$ cat src/data_move_pkg.sv
// What this block does
// [RULE1] Register copy moves register to accumulator if bit clear, else back to register
// [RULE2] Register copy sets the zero flag from the moved value
// [RULE3] Accumulator store writes accumulator to 7-bit addressed register, flags unchanged
// [RULE4] Literal load puts 8-bit immediate into accumulator, flags unchanged
// [RULE5] Return from interrupt pops stack top into counter and sets global irq enable
// [RULE6] Return with literal loads accumulator and pops stack top into counter
// [RULE7] Return with literal takes two cycles; the following fetched word is discarded
// [RULE8] Idle op takes one cycle, changes nothing, advances counter by one
package data_move_pkg;
    localparam int unsigned INSN_W   = 14;
    localparam int unsigned PC_W     = 13;
    localparam int unsigned ADDR_W   = 7;
    localparam int unsigned DATA_W   = 8;
    localparam int unsigned DEST_BIT = 7;

    localparam logic [PC_W-1:0]   PC_RESET  = 13'h0000;
    localparam logic [DATA_W-1:0] ACC_RESET = 8'h00;

    // Opcode patterns
    localparam logic [13:0] OP_IDLE     = 14'h0000;
    localparam logic [13:0] OP_RETIRQ   = 14'h0009;
    localparam logic [5:0]  OP_COPY     = 6'h08;   // bits 13:8
    localparam logic [6:0]  OP_STORE    = 7'h01;   // bits 13:7
    localparam logic [3:0]  OP_LOADLIT  = 4'hC;    // bits 13:10
    localparam logic [3:0]  OP_RETLIT   = 4'hD;    // bits 13:10

    typedef enum logic [2:0] {
        INS_IDLE    = 3'b000,
        INS_COPY    = 3'b001,
        INS_STORE   = 3'b010,
        INS_LOADLIT = 3'b011,
        INS_RETIRQ  = 3'b100,
        INS_RETLIT  = 3'b101,
        INS_OTHER   = 3'b110
    } insn_t;

    typedef enum logic [0:0] {
        ST_RUN   = 1'b0,
        ST_FLUSH = 1'b1
    } seq_t;
endpackage

$ cat src/data_move_return_ops.sv
`timescale 1ns/1ps
module data_move_return_ops (
    input  wire logic                                clk,
    input  wire logic                                arst_n,
    input  wire logic                                insnValid,
    input  wire logic [data_move_pkg::INSN_W-1:0]    insn,
    input  wire logic [data_move_pkg::DATA_W-1:0]    regRdData,
    input  wire logic [data_move_pkg::PC_W-1:0]      stackTopEntry,
    output logic      [data_move_pkg::ADDR_W-1:0]    regAddr_reg,
    output logic      [data_move_pkg::DATA_W-1:0]    regWrData_reg,
    output logic                                     regWrEn_reg,
    output logic      [data_move_pkg::DATA_W-1:0]    acc_reg,
    output logic                                     zeroFlag_reg,
    output logic                                     globalIrqOn_reg,
    output logic      [data_move_pkg::PC_W-1:0]      pc_reg,
    output logic                                     stackPop_reg,
    output logic                                     fetchDiscard_reg,
    output logic                                     done_reg
);
    import data_move_pkg::*;

    // ------------------------------------------------------------
    // Decode
    // ------------------------------------------------------------
    insn_t kind;
    seq_t  seq_reg;
    logic  exec;

    insn_classify uDecode (
        .insn (insn),
        .kind (kind)
    );

    // The word fetched behind a return is dropped while flushing
    assign exec = insnValid && (seq_reg == ST_RUN);

    logic [DATA_W-1:0] literal;
    logic [ADDR_W-1:0] fAddr;
    logic              destSelf;
    assign literal  = insn[DATA_W-1:0];
    assign fAddr    = insn[ADDR_W-1:0];
    assign destSelf = insn[DEST_BIT];

    // ------------------------------------------------------------
    // Helpers
    // ------------------------------------------------------------
    // Both returns pop the stack and drop the word fetched behind them
    function automatic logic isReturn(input insn_t k);
        return (k == INS_RETLIT) || (k == INS_RETIRQ);
    endfunction

    // ------------------------------------------------------------
    // Sequencer
    // ------------------------------------------------------------
    always_ff @(posedge clk or negedge arst_n) begin
        if (!arst_n) begin
            seq_reg <= ST_RUN;
        end else begin
            unique case (seq_reg)
                ST_RUN: begin
                    // A taken return blocks issue for exactly one cycle
                    if (exec && isReturn(kind)) begin
                        seq_reg <= ST_FLUSH; // RULE7
                    end
                end
                ST_FLUSH: begin
                    seq_reg <= ST_RUN;
                end
            endcase
        end
    end

    always_ff @(posedge clk or negedge arst_n) begin
        if (!arst_n) begin
            fetchDiscard_reg <= 1'b0;
            stackPop_reg     <= 1'b0;
            done_reg         <= 1'b0;
        end else begin
            fetchDiscard_reg <= exec && isReturn(kind); // RULE7
            stackPop_reg     <= exec && isReturn(kind); // RULE5 RULE6
            done_reg         <= exec;
        end
    end

    // ------------------------------------------------------------
    // Program counter
    // ------------------------------------------------------------
    always_ff @(posedge clk or negedge arst_n) begin
        if (!arst_n) begin
            pc_reg <= PC_RESET;
        end else if (exec) begin
            if (isReturn(kind)) begin
                pc_reg <= stackTopEntry; // RULE5 RULE6
            end else begin
                // Unknown opcodes also land here and just advance
                pc_reg <= pc_reg + PC_W'(1); // RULE8
            end
        end
    end

    // ------------------------------------------------------------
    // Accumulator and flags
    // ------------------------------------------------------------
    always_ff @(posedge clk or negedge arst_n) begin
        if (!arst_n) begin
            acc_reg <= ACC_RESET;
        end else if (exec) begin
            if (kind == INS_COPY && !destSelf) begin
                acc_reg <= regRdData; // RULE1
            end else if (kind == INS_LOADLIT || kind == INS_RETLIT) begin
                acc_reg <= literal; // RULE4 RULE6
            end
        end
    end

    always_ff @(posedge clk or negedge arst_n) begin
        if (!arst_n) begin
            zeroFlag_reg <= 1'b0;
        end else if (exec && kind == INS_COPY) begin
            // Only the copy moves the flag; every other instruction leaves it
            zeroFlag_reg <= (regRdData == '0); // RULE2
        end
    end

    always_ff @(posedge clk or negedge arst_n) begin
        if (!arst_n) begin
            globalIrqOn_reg <= 1'b0;
        end else if (exec && kind == INS_RETIRQ) begin
            globalIrqOn_reg <= 1'b1; // RULE5
        end
    end

    // ------------------------------------------------------------
    // Register file write port
    // ------------------------------------------------------------
    always_ff @(posedge clk or negedge arst_n) begin
        if (!arst_n) begin
            regWrEn_reg   <= 1'b0;
            regWrData_reg <= ACC_RESET;
            regAddr_reg   <= '0;
        end else begin
            // Address and data load every cycle; the enable alone qualifies them
            regWrEn_reg <= exec && ((kind == INS_STORE) || (kind == INS_COPY && destSelf));
            regAddr_reg <= fAddr;
            if (kind == INS_STORE) begin
                regWrData_reg <= acc_reg; // RULE3
            end else begin
                regWrData_reg <= regRdData; // RULE1
            end
        end
    end
endmodule

$ cat src/insn_classify.sv
`timescale 1ns/1ps
module insn_classify (
    input  wire logic [data_move_pkg::INSN_W-1:0] insn,
    output data_move_pkg::insn_t                   kind
);
    import data_move_pkg::*;

    always_comb begin
        if (insn == OP_IDLE) begin
            kind = INS_IDLE;
        end else if (insn == OP_RETIRQ) begin
            kind = INS_RETIRQ;
        end else if (insn[13:8] == OP_COPY) begin
            kind = INS_COPY;
        end else if (insn[13:7] == OP_STORE) begin
            kind = INS_STORE;
        end else if (insn[13:10] == OP_LOADLIT) begin
            kind = INS_LOADLIT;
        end else if (insn[13:10] == OP_RETLIT) begin
            kind = INS_RETLIT;
        end else begin
            kind = INS_OTHER;
        end
    end
endmodule

$ cat config.mk
export PLATFORM = sky130hd
export DESIGN_NAME = data_move_return_ops
export DESIGN_NICKNAME = d
export VERILOG_FILES = /design/src/data_move_pkg.sv /design/src/data_move_return_ops.sv /design/src/insn_classify.sv
export SDC_FILE = /design/constraint.sdc
export NUM_CORES = 1
export LEC_CHECK = 0
export ABC_CLOCK_PERIOD_IN_PS = 1980
export BUFFER_PORTS_ARGS = -buffer_cell sky130_fd_sc_hd__buf_2
export CORE_MARGIN = 5
export CORE_UTILIZATION = 43
export CTS_BUF_LIST = sky130_fd_sc_hd__clkbuf_4
export DETAILED_ROUTE_END_ITERATION = 10
export HOLD_SLACK_MARGIN = 0.1
export PLACE_DENSITY = 0.71
export SYNTH_ARGS = -nofsm -noshare
export SYNTH_HDL_FRONTEND = slang
export SYNTH_SLANG_ARGS = --single-unit
$ cat constraint.sdc
create_clock -name clk -period 1.98 [get_ports clk]
set_clock_uncertainty 0.15 [all_clocks]
set_input_delay 0.099 -clock clk [delete_from_list [all_inputs] [get_ports clk]]
set_output_delay 0.099 -clock clk [all_outputs]
set_load 0.03 [all_outputs]
==> reports/qor.json, run 1 <==
{
  "outcome": {
    "status": "complete, no violations"
  },
  "clocking": {
    "max-clock-path-buffers": 2,
    "cts.root.buffer_cell": "sky130_fd_sc_hd__clkbuf_4",
    "clk_pin_slew_worst_paths_ns": 0.13,
    "postCtsSetupBuffers": 0,
    "cts_tree": "built",
    "clk_latency_ns": 0.36,
    "cts-buffers-inserted": 5,
    "cts.htree.levels": 2,
    "clock_sink_count": 42
  },
  "detailed_routing": {
    "drt_iter0_markers": 116,
    "avgRoutedWirePerCell_um": 16.5,
    "routed_wl_um": 5950,
    "final_antenna_net_count": 0,
    "drt_drc_violations_left": 0,
    "detailedRoute.firstPassIterationCount": 4,
    "vias_per_cell": 5.39,
    "detailroute.via_count": 1944
  },
  "grt": {
    "grt_start_max_net_pins": 33,
    "grt_first_pass_wirelength_um": 9650,
    "antenna_found_initial": 0,
    "gr-total-overflow": 0,
    "vias_in_the_first_global_route": 1961,
    "groute.layer.met2.usage_pct": 33.2,
    "grt.busiest_layer": "met2",
    "grt_util_met3_pct": 3.36,
    "grt_util_all_layers_pct": 20.0,
    "gr-usage-met1_pct": 26.0
  },
  "final_layout": {
    "flip_flop_count_of_the_largest_register_all_copies_and_words_added": 13,
    "area.growth.synth_to_final_pct": 49.5,
    "fraction_of_final_layout_cells_sized_beyond_drive_strength_1_pct": 36.6,
    "diodes": 0,
    "design.final.nets": 347,
    "post-route-util_pct": 66.9
  },
  "yosys": {
    "mappedNetlistNets": 219,
    "ys_warn_count": 0,
    "share_of_the_yosys_chip_area_belonging_to_registers_pct": 53.2,
    "post_synth_xor_area_fraction_pct": 0,
    "synth_simple_gate_area_share_pct": 20.1,
    "most_used_flip_flop_cell_after_synthesis": "sky130_fd_sc_hd__dfrtp_1",
    "post-synth-top-area-fraction_pct": 53.2,
    "number_of_distinct_library_cell_variants_in_the_gate_level_netlist_after_synthesis": 44,
    "syn_area_per_cell_um2": 11.0,
    "synthesis.instances": 180,
    "largest_family_of_logic_cells_by_synthesized_area": "simple AND/OR/NAND/NOR gates",
    "number_of_synthesized_flops_with_an_enable_pin": 0,
    "synth.area.top_cells": "sky130_fd_sc_hd__dfrtp_1 (53%), sky130_fd_sc_hd__a2bb2oi_1 (4.4%), sky130_fd_sc_hd__nand2_1 (3.8%)",
    "ys_async_sr_fraction_pct": 100,
    "synth-compound-area-share_pct": 16.2,
    "post_synth_instance_area_um2": 1970,
    "postSynthRegisterBits": 42,
    "muxShareOfSynthArea_pct": 6.08,
    "yosysTopAreaCell": "sky130_fd_sc_hd__dfrtp_1",
    "synth_area_in_adders_pct": 0.634
  },
  "pwr": {
    "seq_power_share_pct": 46.6,
    "switching_share_pct": 39.5,
    "leak_pwr_uw": 0.00143,
    "total_power_uw": 2450,
    "combinationalPowerShare_pct": 35.4,
    "power.net_switching_uw": 968,
    "vdd_ir_drop_max_v": 0.000462,
    "clkPwrFrac_pct": 18.0,
    "power.density_cell_area_nw_per_um2": 830,
    "internal-power_uw": 1480
  },
  "floorplanning": {
    "die_h_um": 77.8,
    "core_area_um2": 4410,
    "placement_rows": 24,
    "die_area_um2": 6050,
    "ioPinCount": 80,
    "die_w_um": 77.8,
    "floorplan.initialDensity_pct": 44.7
  },
  "hold_path": {
    "timing.hold.worst.class": "in -> reg"
  },
  "sta": {
    "minimum_clock_period_after_layout_ns": 1.89,
    "setup_violations": 0,
    "timing.max_slew.rel_slack_pct": 69.2,
    "final_hold_vios": 0,
    "timing.final.crit_share_pct": 95.3,
    "tightestPinTransition_ns": 0.460,
    "maxSlewViolCount": 0,
    "setup_tns_ns": 0,
    "hold-worst-slack_ns": 0.133,
    "rsz0062_at_grt": "no",
    "clock.fmax_mhz": 530
  },
  "placement": {
    "port_buffers": 79,
    "post-dp-hpwl_um": 4110,
    "finalWeightedCongestion": 0.816
  },
  "setup_path": {
    "worst-setup-path-type": "in -> reg",
    "worst_reg2reg_startpoint": "pc_reg[0]",
    "worst-endpoint-arrival_ns": 2.00,
    "crit_path_start": "insn[1]",
    "worstSetupEndpoint": "pc_reg[9]",
    "worstSetupStartpointType": "primary input",
    "max_fanout_on_critical_path": 15,
    "critical_path.reg2reg.endpoint": "pc_reg[12]",
    "reg2reg_slack_ns": 0.17,
    "timing.critical_path.required_ns": 2.09,
    "timing.reg2reg.worst_path_depth": 7,
    "critical_path.endpoint_type": "flop"
  },
  "job": {
    "max_cap_viol_count": 0
  }
}
[cells by family after synthesis]
family / Yosys count
buffers and inverters: 15
AND/OR/NAND/NOR: 68
adder cells (fa/ha/maj): 1
AO/OA/AOI/OAI: 43
flip-flops: 42
multiplexers: 11
[what timing repair did]
| action | 4_1_cts | 5_1_grt |
|---|---|---|
| hold buffers | 40 | 0 |
| gates resized for setup | 0 | 2 |
| endpoints found under the setup margin | 0 | 8 |
| endpoints found under the hold margin | 82 | 0 |
[worst max-delay path, cell delays in order]
cell                            delay [ns]
sky130_fd_sc_hd__dlygate4sd3_1        0.54
sky130_fd_sc_hd__buf_2                0.16
sky130_fd_sc_hd__nor4b_2              0.26
sky130_fd_sc_hd__buf_4                0.17
sky130_fd_sc_hd__nand4b_4             0.13
sky130_fd_sc_hd__nand2_4              0.19
sky130_fd_sc_hd__nand2_1              0.12
sky130_fd_sc_hd__a311o_1              0.33
[area by class of cell]
cell class,instances,area (µm²)
timing repair buffer,130,891
inverter,6,22.5
clock buffer,6,45.0
fill,362,1460
sequential,42,1050
multi-input combinational,123,863
tap,52,65.1
clock inverter,2,13.8
[power by group through the flow]
stage               registers [µW]  clock network [µW]  logic, µW
finish                        1140                 442        866
global route                  1170                 490        936
CTS                           1140                 456        869
detailed placement            1150                   0        811
global placement              1150                   0        793
floorplan                     1410                   0        248
[cells in the final DEF (no fill, tap or decap), types with 2 or more instances in the layout]
master and n:
sky130_fd_sc_hd__a21oi_1 4, sky130_fd_sc_hd__a2bb2oi_1 10, sky130_fd_sc_hd__a311o_1 5, sky130_fd_sc_hd__a31oi_1 2, sky130_fd_sc_hd__and3_1 5, sky130_fd_sc_hd__buf_2 79, sky130_fd_sc_hd__buf_4 10, sky130_fd_sc_hd__clkbuf_4 6
sky130_fd_sc_hd__dfrtp_1 42, sky130_fd_sc_hd__dlygate4sd3_1 40, sky130_fd_sc_hd__inv_1 6, sky130_fd_sc_hd__mux2_1 4, sky130_fd_sc_hd__mux2_2 4, sky130_fd_sc_hd__mux2i_1 3, sky130_fd_sc_hd__nand2_1 20, sky130_fd_sc_hd__nand3_1 7
sky130_fd_sc_hd__nand4_1 3, sky130_fd_sc_hd__nor2_1 8, sky130_fd_sc_hd__nor3_1 5, sky130_fd_sc_hd__nor4_1 5, sky130_fd_sc_hd__o21a_1 2, sky130_fd_sc_hd__o21ai_0 6, sky130_fd_sc_hd__o22ai_1 7, sky130_fd_sc_hd__o311ai_0 2
[cells in the mapped netlist (all sizes together), types with 3 or more instances]
master,n
dfrtp,42
nand2,21
a2bb2oi,10
nor2,10
mux2,8
nand3,7
o22ai,7
clkbuf,6
inv,6
o21ai,6
a21oi,5
a311o,5
and3,5
nor3,5
nor4,5
buf,3
mux2i,3
nand4,3
[metal layers]
layer | routed length (µm) | vias up
met3 | 316 | 10
met5 | 0 | -
met1 | 2420 | 938
met2 | 3080 | 66
li1 | - | 930
met4 | 131 | 0
[stage by stage]
stage / instances / setup WS (ns) / area, µm²
after floorplan: 180 / 0.0445 / 1970
after global placement: 313 / 0.122 / 2480
after detailed placement: 313 / 0.0694 / 2480
after CTS: 361 / 0.0275 / 2940
after global routing: 361 / 0.00867 / 2950
final: 361 / 0.0931 / 2950
[worst min path at each step]
stage / depth (start not counted) / startpoint / endpoint
final: 4 / insn[12] / globalIrqOn_reg
after global routing: 4 / insn[12] / globalIrqOn_reg
after CTS: 4 / insn[13] / globalIrqOn_reg
after detailed placement: 1 / arst_n / done_reg
after global placement: 1 / arst_n / pc_reg[6]
after floorplan: 0 / arst_n / acc_reg[0]
(Power assumes the default switching activity.)
==> run 2, diff against run 1 <==
- CORE_ASPECT_RATIO: default -> 1.75
==> reports/qor.json, run 2 (synthesis gave the netlist of run 1 again) <==
{
  "final_layout": {
    "number_of_inserted_filler_cells_in_the_final_layout": {"value": 347, "change": "-4.1%"},
    "area.growth.synth_to_final_pct": 50.0,
    "fraction_of_final_layout_cells_sized_beyond_drive_strength_1": {"value": 37.8, "unit": "%", "change": "+1.3 points"},
    "layoutNonFillerInstCount": {"value": 355, "change": "-1.7%"},
    "diodes": {"value": 0, "change": "unchanged"},
    "flip_flop_count_of_the_largest_register_all_copies_and_words_added": {"value": 13, "change": "unchanged"},
    "final_common_cell": "sky130_fd_sc_hd__buf_2",
    "post-route-util": {"value": 66.6, "unit": "%", "change": "-0.23 points"},
    "final_cell_mix": "sky130_fd_sc_hd__buf_2 (79), sky130_fd_sc_hd__dfrtp_1 (42), sky130_fd_sc_hd__dlygate4sd3_1 (37)",
    "design.final.nets": {"value": 342, "change": "-1.4%"}
  },
  "job": {
    "max_cap_viol_count": {"value": 0, "change": "unchanged"}
  },
  "clocking": {
    "cts.root.buffer_cell": "sky130_fd_sc_hd__clkbuf_4",
    "cts_tree": "built",
    "cts.htree.levels": {"value": 2, "change": "unchanged"},
    "clk_pin_slew_worst_paths": {"value": 0.14, "unit": "ns", "change": "about the same"},
    "clk_latency": {"value": 0.35, "unit": "ns", "change": "about the same"},
    "clock_sink_count": {"value": 42, "change": "unchanged"},
    "max-clock-path-buffers": {"value": 2, "change": "unchanged"},
    "cts-buffers-inserted": {"value": 5, "change": "unchanged"}
  },
  "setup_path": {
    "crit_path_start": "seq_reg",
    "timing.reg2reg.worst_path_depth": {"value": 6, "change": "-1"},
    "worst_path_largest_cell_delay": {"value": 0.56, "unit": "ns", "change": "+0.02 ns"},
    "worst-endpoint-arrival": {"value": 1.99, "unit": "ns", "change": "about the same"},
    "worstPathCellList": "nand2b_1 -> inv_2 -> buf_8 -> nand3_1 -> mux2i_1 -> dlygate4sd3_1",
    "crit_family": "buffers and inverters",
    "cell_depth_of_the_worst_setup_path": {"value": 6, "change": "-2"},
    "critical_path.endpoint_type": "flop",
    "reg2reg_slack": {"value": 0.09, "unit": "ns", "change": "-0.08 ns"},
    "worstSetupStartpointType": "flop",
    "timing.critical_path.required": {"value": 2.08, "unit": "ns", "change": "about the same"},
    "worstSetupEndpoint": "zeroFlag_reg",
    "critical_path.reg2reg.endpoint": "zeroFlag_reg",
    "worstPathBufferInverterCount": {"value": 3, "change": "unchanged"},
    "worst-setup-path-type": "reg -> reg",
    "max_fanout_on_critical_path": {"value": 16, "change": "+1"},
    "critical-path-slowest-cell": "sky130_fd_sc_hd__dlygate4sd3_1",
    "worst_reg2reg_startpoint": "seq_reg"
  },
  "floorplanning": {
    "ioPinCount": {"value": 80, "change": "unchanged"},
    "core_area": {"value": 4440, "unit": "µm²", "change": "+0.68%"},
    "die_h": {"value": 99.6, "unit": "µm", "change": "+28%"},
    "die_area": {"value": 6100, "unit": "µm²", "change": "+0.88%"},
    "placement_rows": {"value": 32, "change": "+33%"},
    "die_w": {"value": 61.2, "unit": "µm", "change": "-21%"},
    "floorplan.initialDensity": {"value": 44.4, "unit": "%", "change": "-0.30 points"}
  },
  "detailed_routing": {
    "final_antenna_net_count": {"value": 0, "change": "unchanged"},
    "vias_per_cell": {"value": 5.43, "change": "+0.91%"},
    "detailroute.via_count": {"value": 1929, "change": "-0.77%"},
    "avgRoutedWirePerCell": {"value": 16.8, "unit": "µm", "change": "+2.2%"},
    "drt_drc_violations_left": {"value": 0, "change": "unchanged"},
    "detailedRoute.firstPassIterationCount": {"value": 4, "change": "unchanged"},
    "drt_iter0_markers": {"value": 75, "change": "-35%"},
    "routed_wl": {"value": 5980, "unit": "µm", "change": "+0.54%"}
  },
  "pwr": {
    "leak_pwr": {"value": 0.00142, "unit": "µW", "change": "-0.59%"},
    "power.density_cell_area": {"value": 917, "unit": "nW/µm²", "change": "+10%"},
    "vdd_ir_drop_max": {"value": 0.000603, "unit": "V", "change": "+30%"}
  },
  "sta": {
    "timing.final.crit_share": {"value": 95.5, "unit": "%", "change": "+0.20 points"},
    "clock.fmax": {"value": 529, "unit": "MHz", "change": "-0.21%"},
    "minimum_clock_period_after_layout": {"value": 1.89, "unit": "ns", "change": "+0.00405 ns"},
    "rsz0062_at_grt": "no",
    "final_hold_vios": {"value": 0, "change": "unchanged"},
    "setup_violations": {"value": 0, "change": "unchanged"},
    "timing.max_slew.rel_slack": {"value": 64.4, "unit": "%", "change": "-4.8 points"},
    "tightestPinTransition": {"value": 0.533, "unit": "ns", "change": "+0.0732 ns"},
    "layout_setup_ws": {"value": 0.0890, "unit": "ns", "change": "-0.00405 ns"},
    "maxSlewViolCount": {"value": 0, "change": "unchanged"},
    "setup_tns": {"value": 0, "unit": "ns", "change": "unchanged"}
  },
  "placement": {
    "dp_worst_setup_slack": {"value": 0.0164, "unit": "ns", "change": "-0.0530 ns"},
    "dp.cells": {"value": 309, "change": "-1.3%"},
    "post-dp-hpwl": {"value": 4010, "unit": "µm", "change": "-2.4%"},
    "finalWeightedCongestion": {"value": 0.824, "change": "+0.96%"},
    "port_buffers": {"value": 79, "change": "unchanged"}
  },
  "grt": {
    "vias_in_the_first_global_route": {"value": 2113, "change": "+7.8%"},
    "grt_start_max_net_pins": {"value": 43, "change": "+30%"},
    "grt_first_pass_wirelength": {"value": 9940, "unit": "µm", "change": "+3.0%"},
    "gr-total-overflow": {"value": 0, "change": "unchanged"},
    "antenna_found_initial": {"value": 0, "change": "unchanged"},
    "grt_util_all_layers": {"value": 21.5, "unit": "%", "change": "+1.5 points"}
  },
  "hold_path": {
    "timing.hold.worst.class": "in -> reg"
  },
  "outcome": {
    "status": "complete, no violations"
  }
}
## run 2: cell count changes in the layout (fill, tap and decap cells not counted), sizes merged
cell	change
buf	-2
clkbuf	-1
bufinv	+2
dlygate4sd3	-3
clkinv	-1
## run 2: timing repair
action	CTS	global route
resized for setup	0	8
setup buffers	0	1
endpoints found under the hold margin	81	1
setup endpoints to repair	0	9
hold buffers	36	1
## run 2: worst min-delay path by stage
stage	start	end	cells past startpoint
floorplan	arst_n	acc_reg[0]	0
global placement	arst_n	acc_reg[5]	2
detailed placement	arst_n	acc_reg[3]	2
CTS	insn[9]	acc_reg[7]	5
global route	insn[8]	acc_reg[7]	5
finish	insn[9]	acc_reg[7]	5
## run 2: power by group
group	leakage (µW)	internal [µW]	total, µW	switching [µW]
combinational	0.000881	333	874	541
sequential	0.000482	995	1140	144
clock	0.0000554	395	703	308
## run 2: area by class of cell
type	instances	area [µm²]	share of cell area [%]
well taps	51	63.8	2.15
clock buffers	5	37.5	1.27
repair buffers	125	841	28.4
clock inverters	3	68.8	2.32
inverters	6	22.5	0.760
multi-input cells	123	877	29.6
flip-flops and latches	42	1050	35.5
## run 2: layer usage
metal / up-vias / global-route usage (%) / routed length [µm]
met5: - / 0 / 0
met4: 0 / 9.52 / 138
met3: 9 / 4.16 / 328
met2: 78 / 36.5 / 3260
met1: 922 / 25.0 / 2250
li1: 920 / - / -
## run 2: metrics by stage
stage	hold slack (ns)	cell area (µm²)	total power [µW]
final	0.118	2960	2720
after detailed placement	0.0590	2440	1960
after global routing	0.176	2960	2860
after global placement	0.0467	2440	1940
after floorplan	-0.347	1970	1660
after CTS	0.117	2910	2710
## run 2: worst min-delay path: stages
cell and delay, ns:
sky130_fd_sc_hd__buf_2 0.08, sky130_fd_sc_hd__or4_4 0.11, sky130_fd_sc_hd__nor2_2 0.05, sky130_fd_sc_hd__nand3_1 0.13, sky130_fd_sc_hd__o311ai_0 0.12
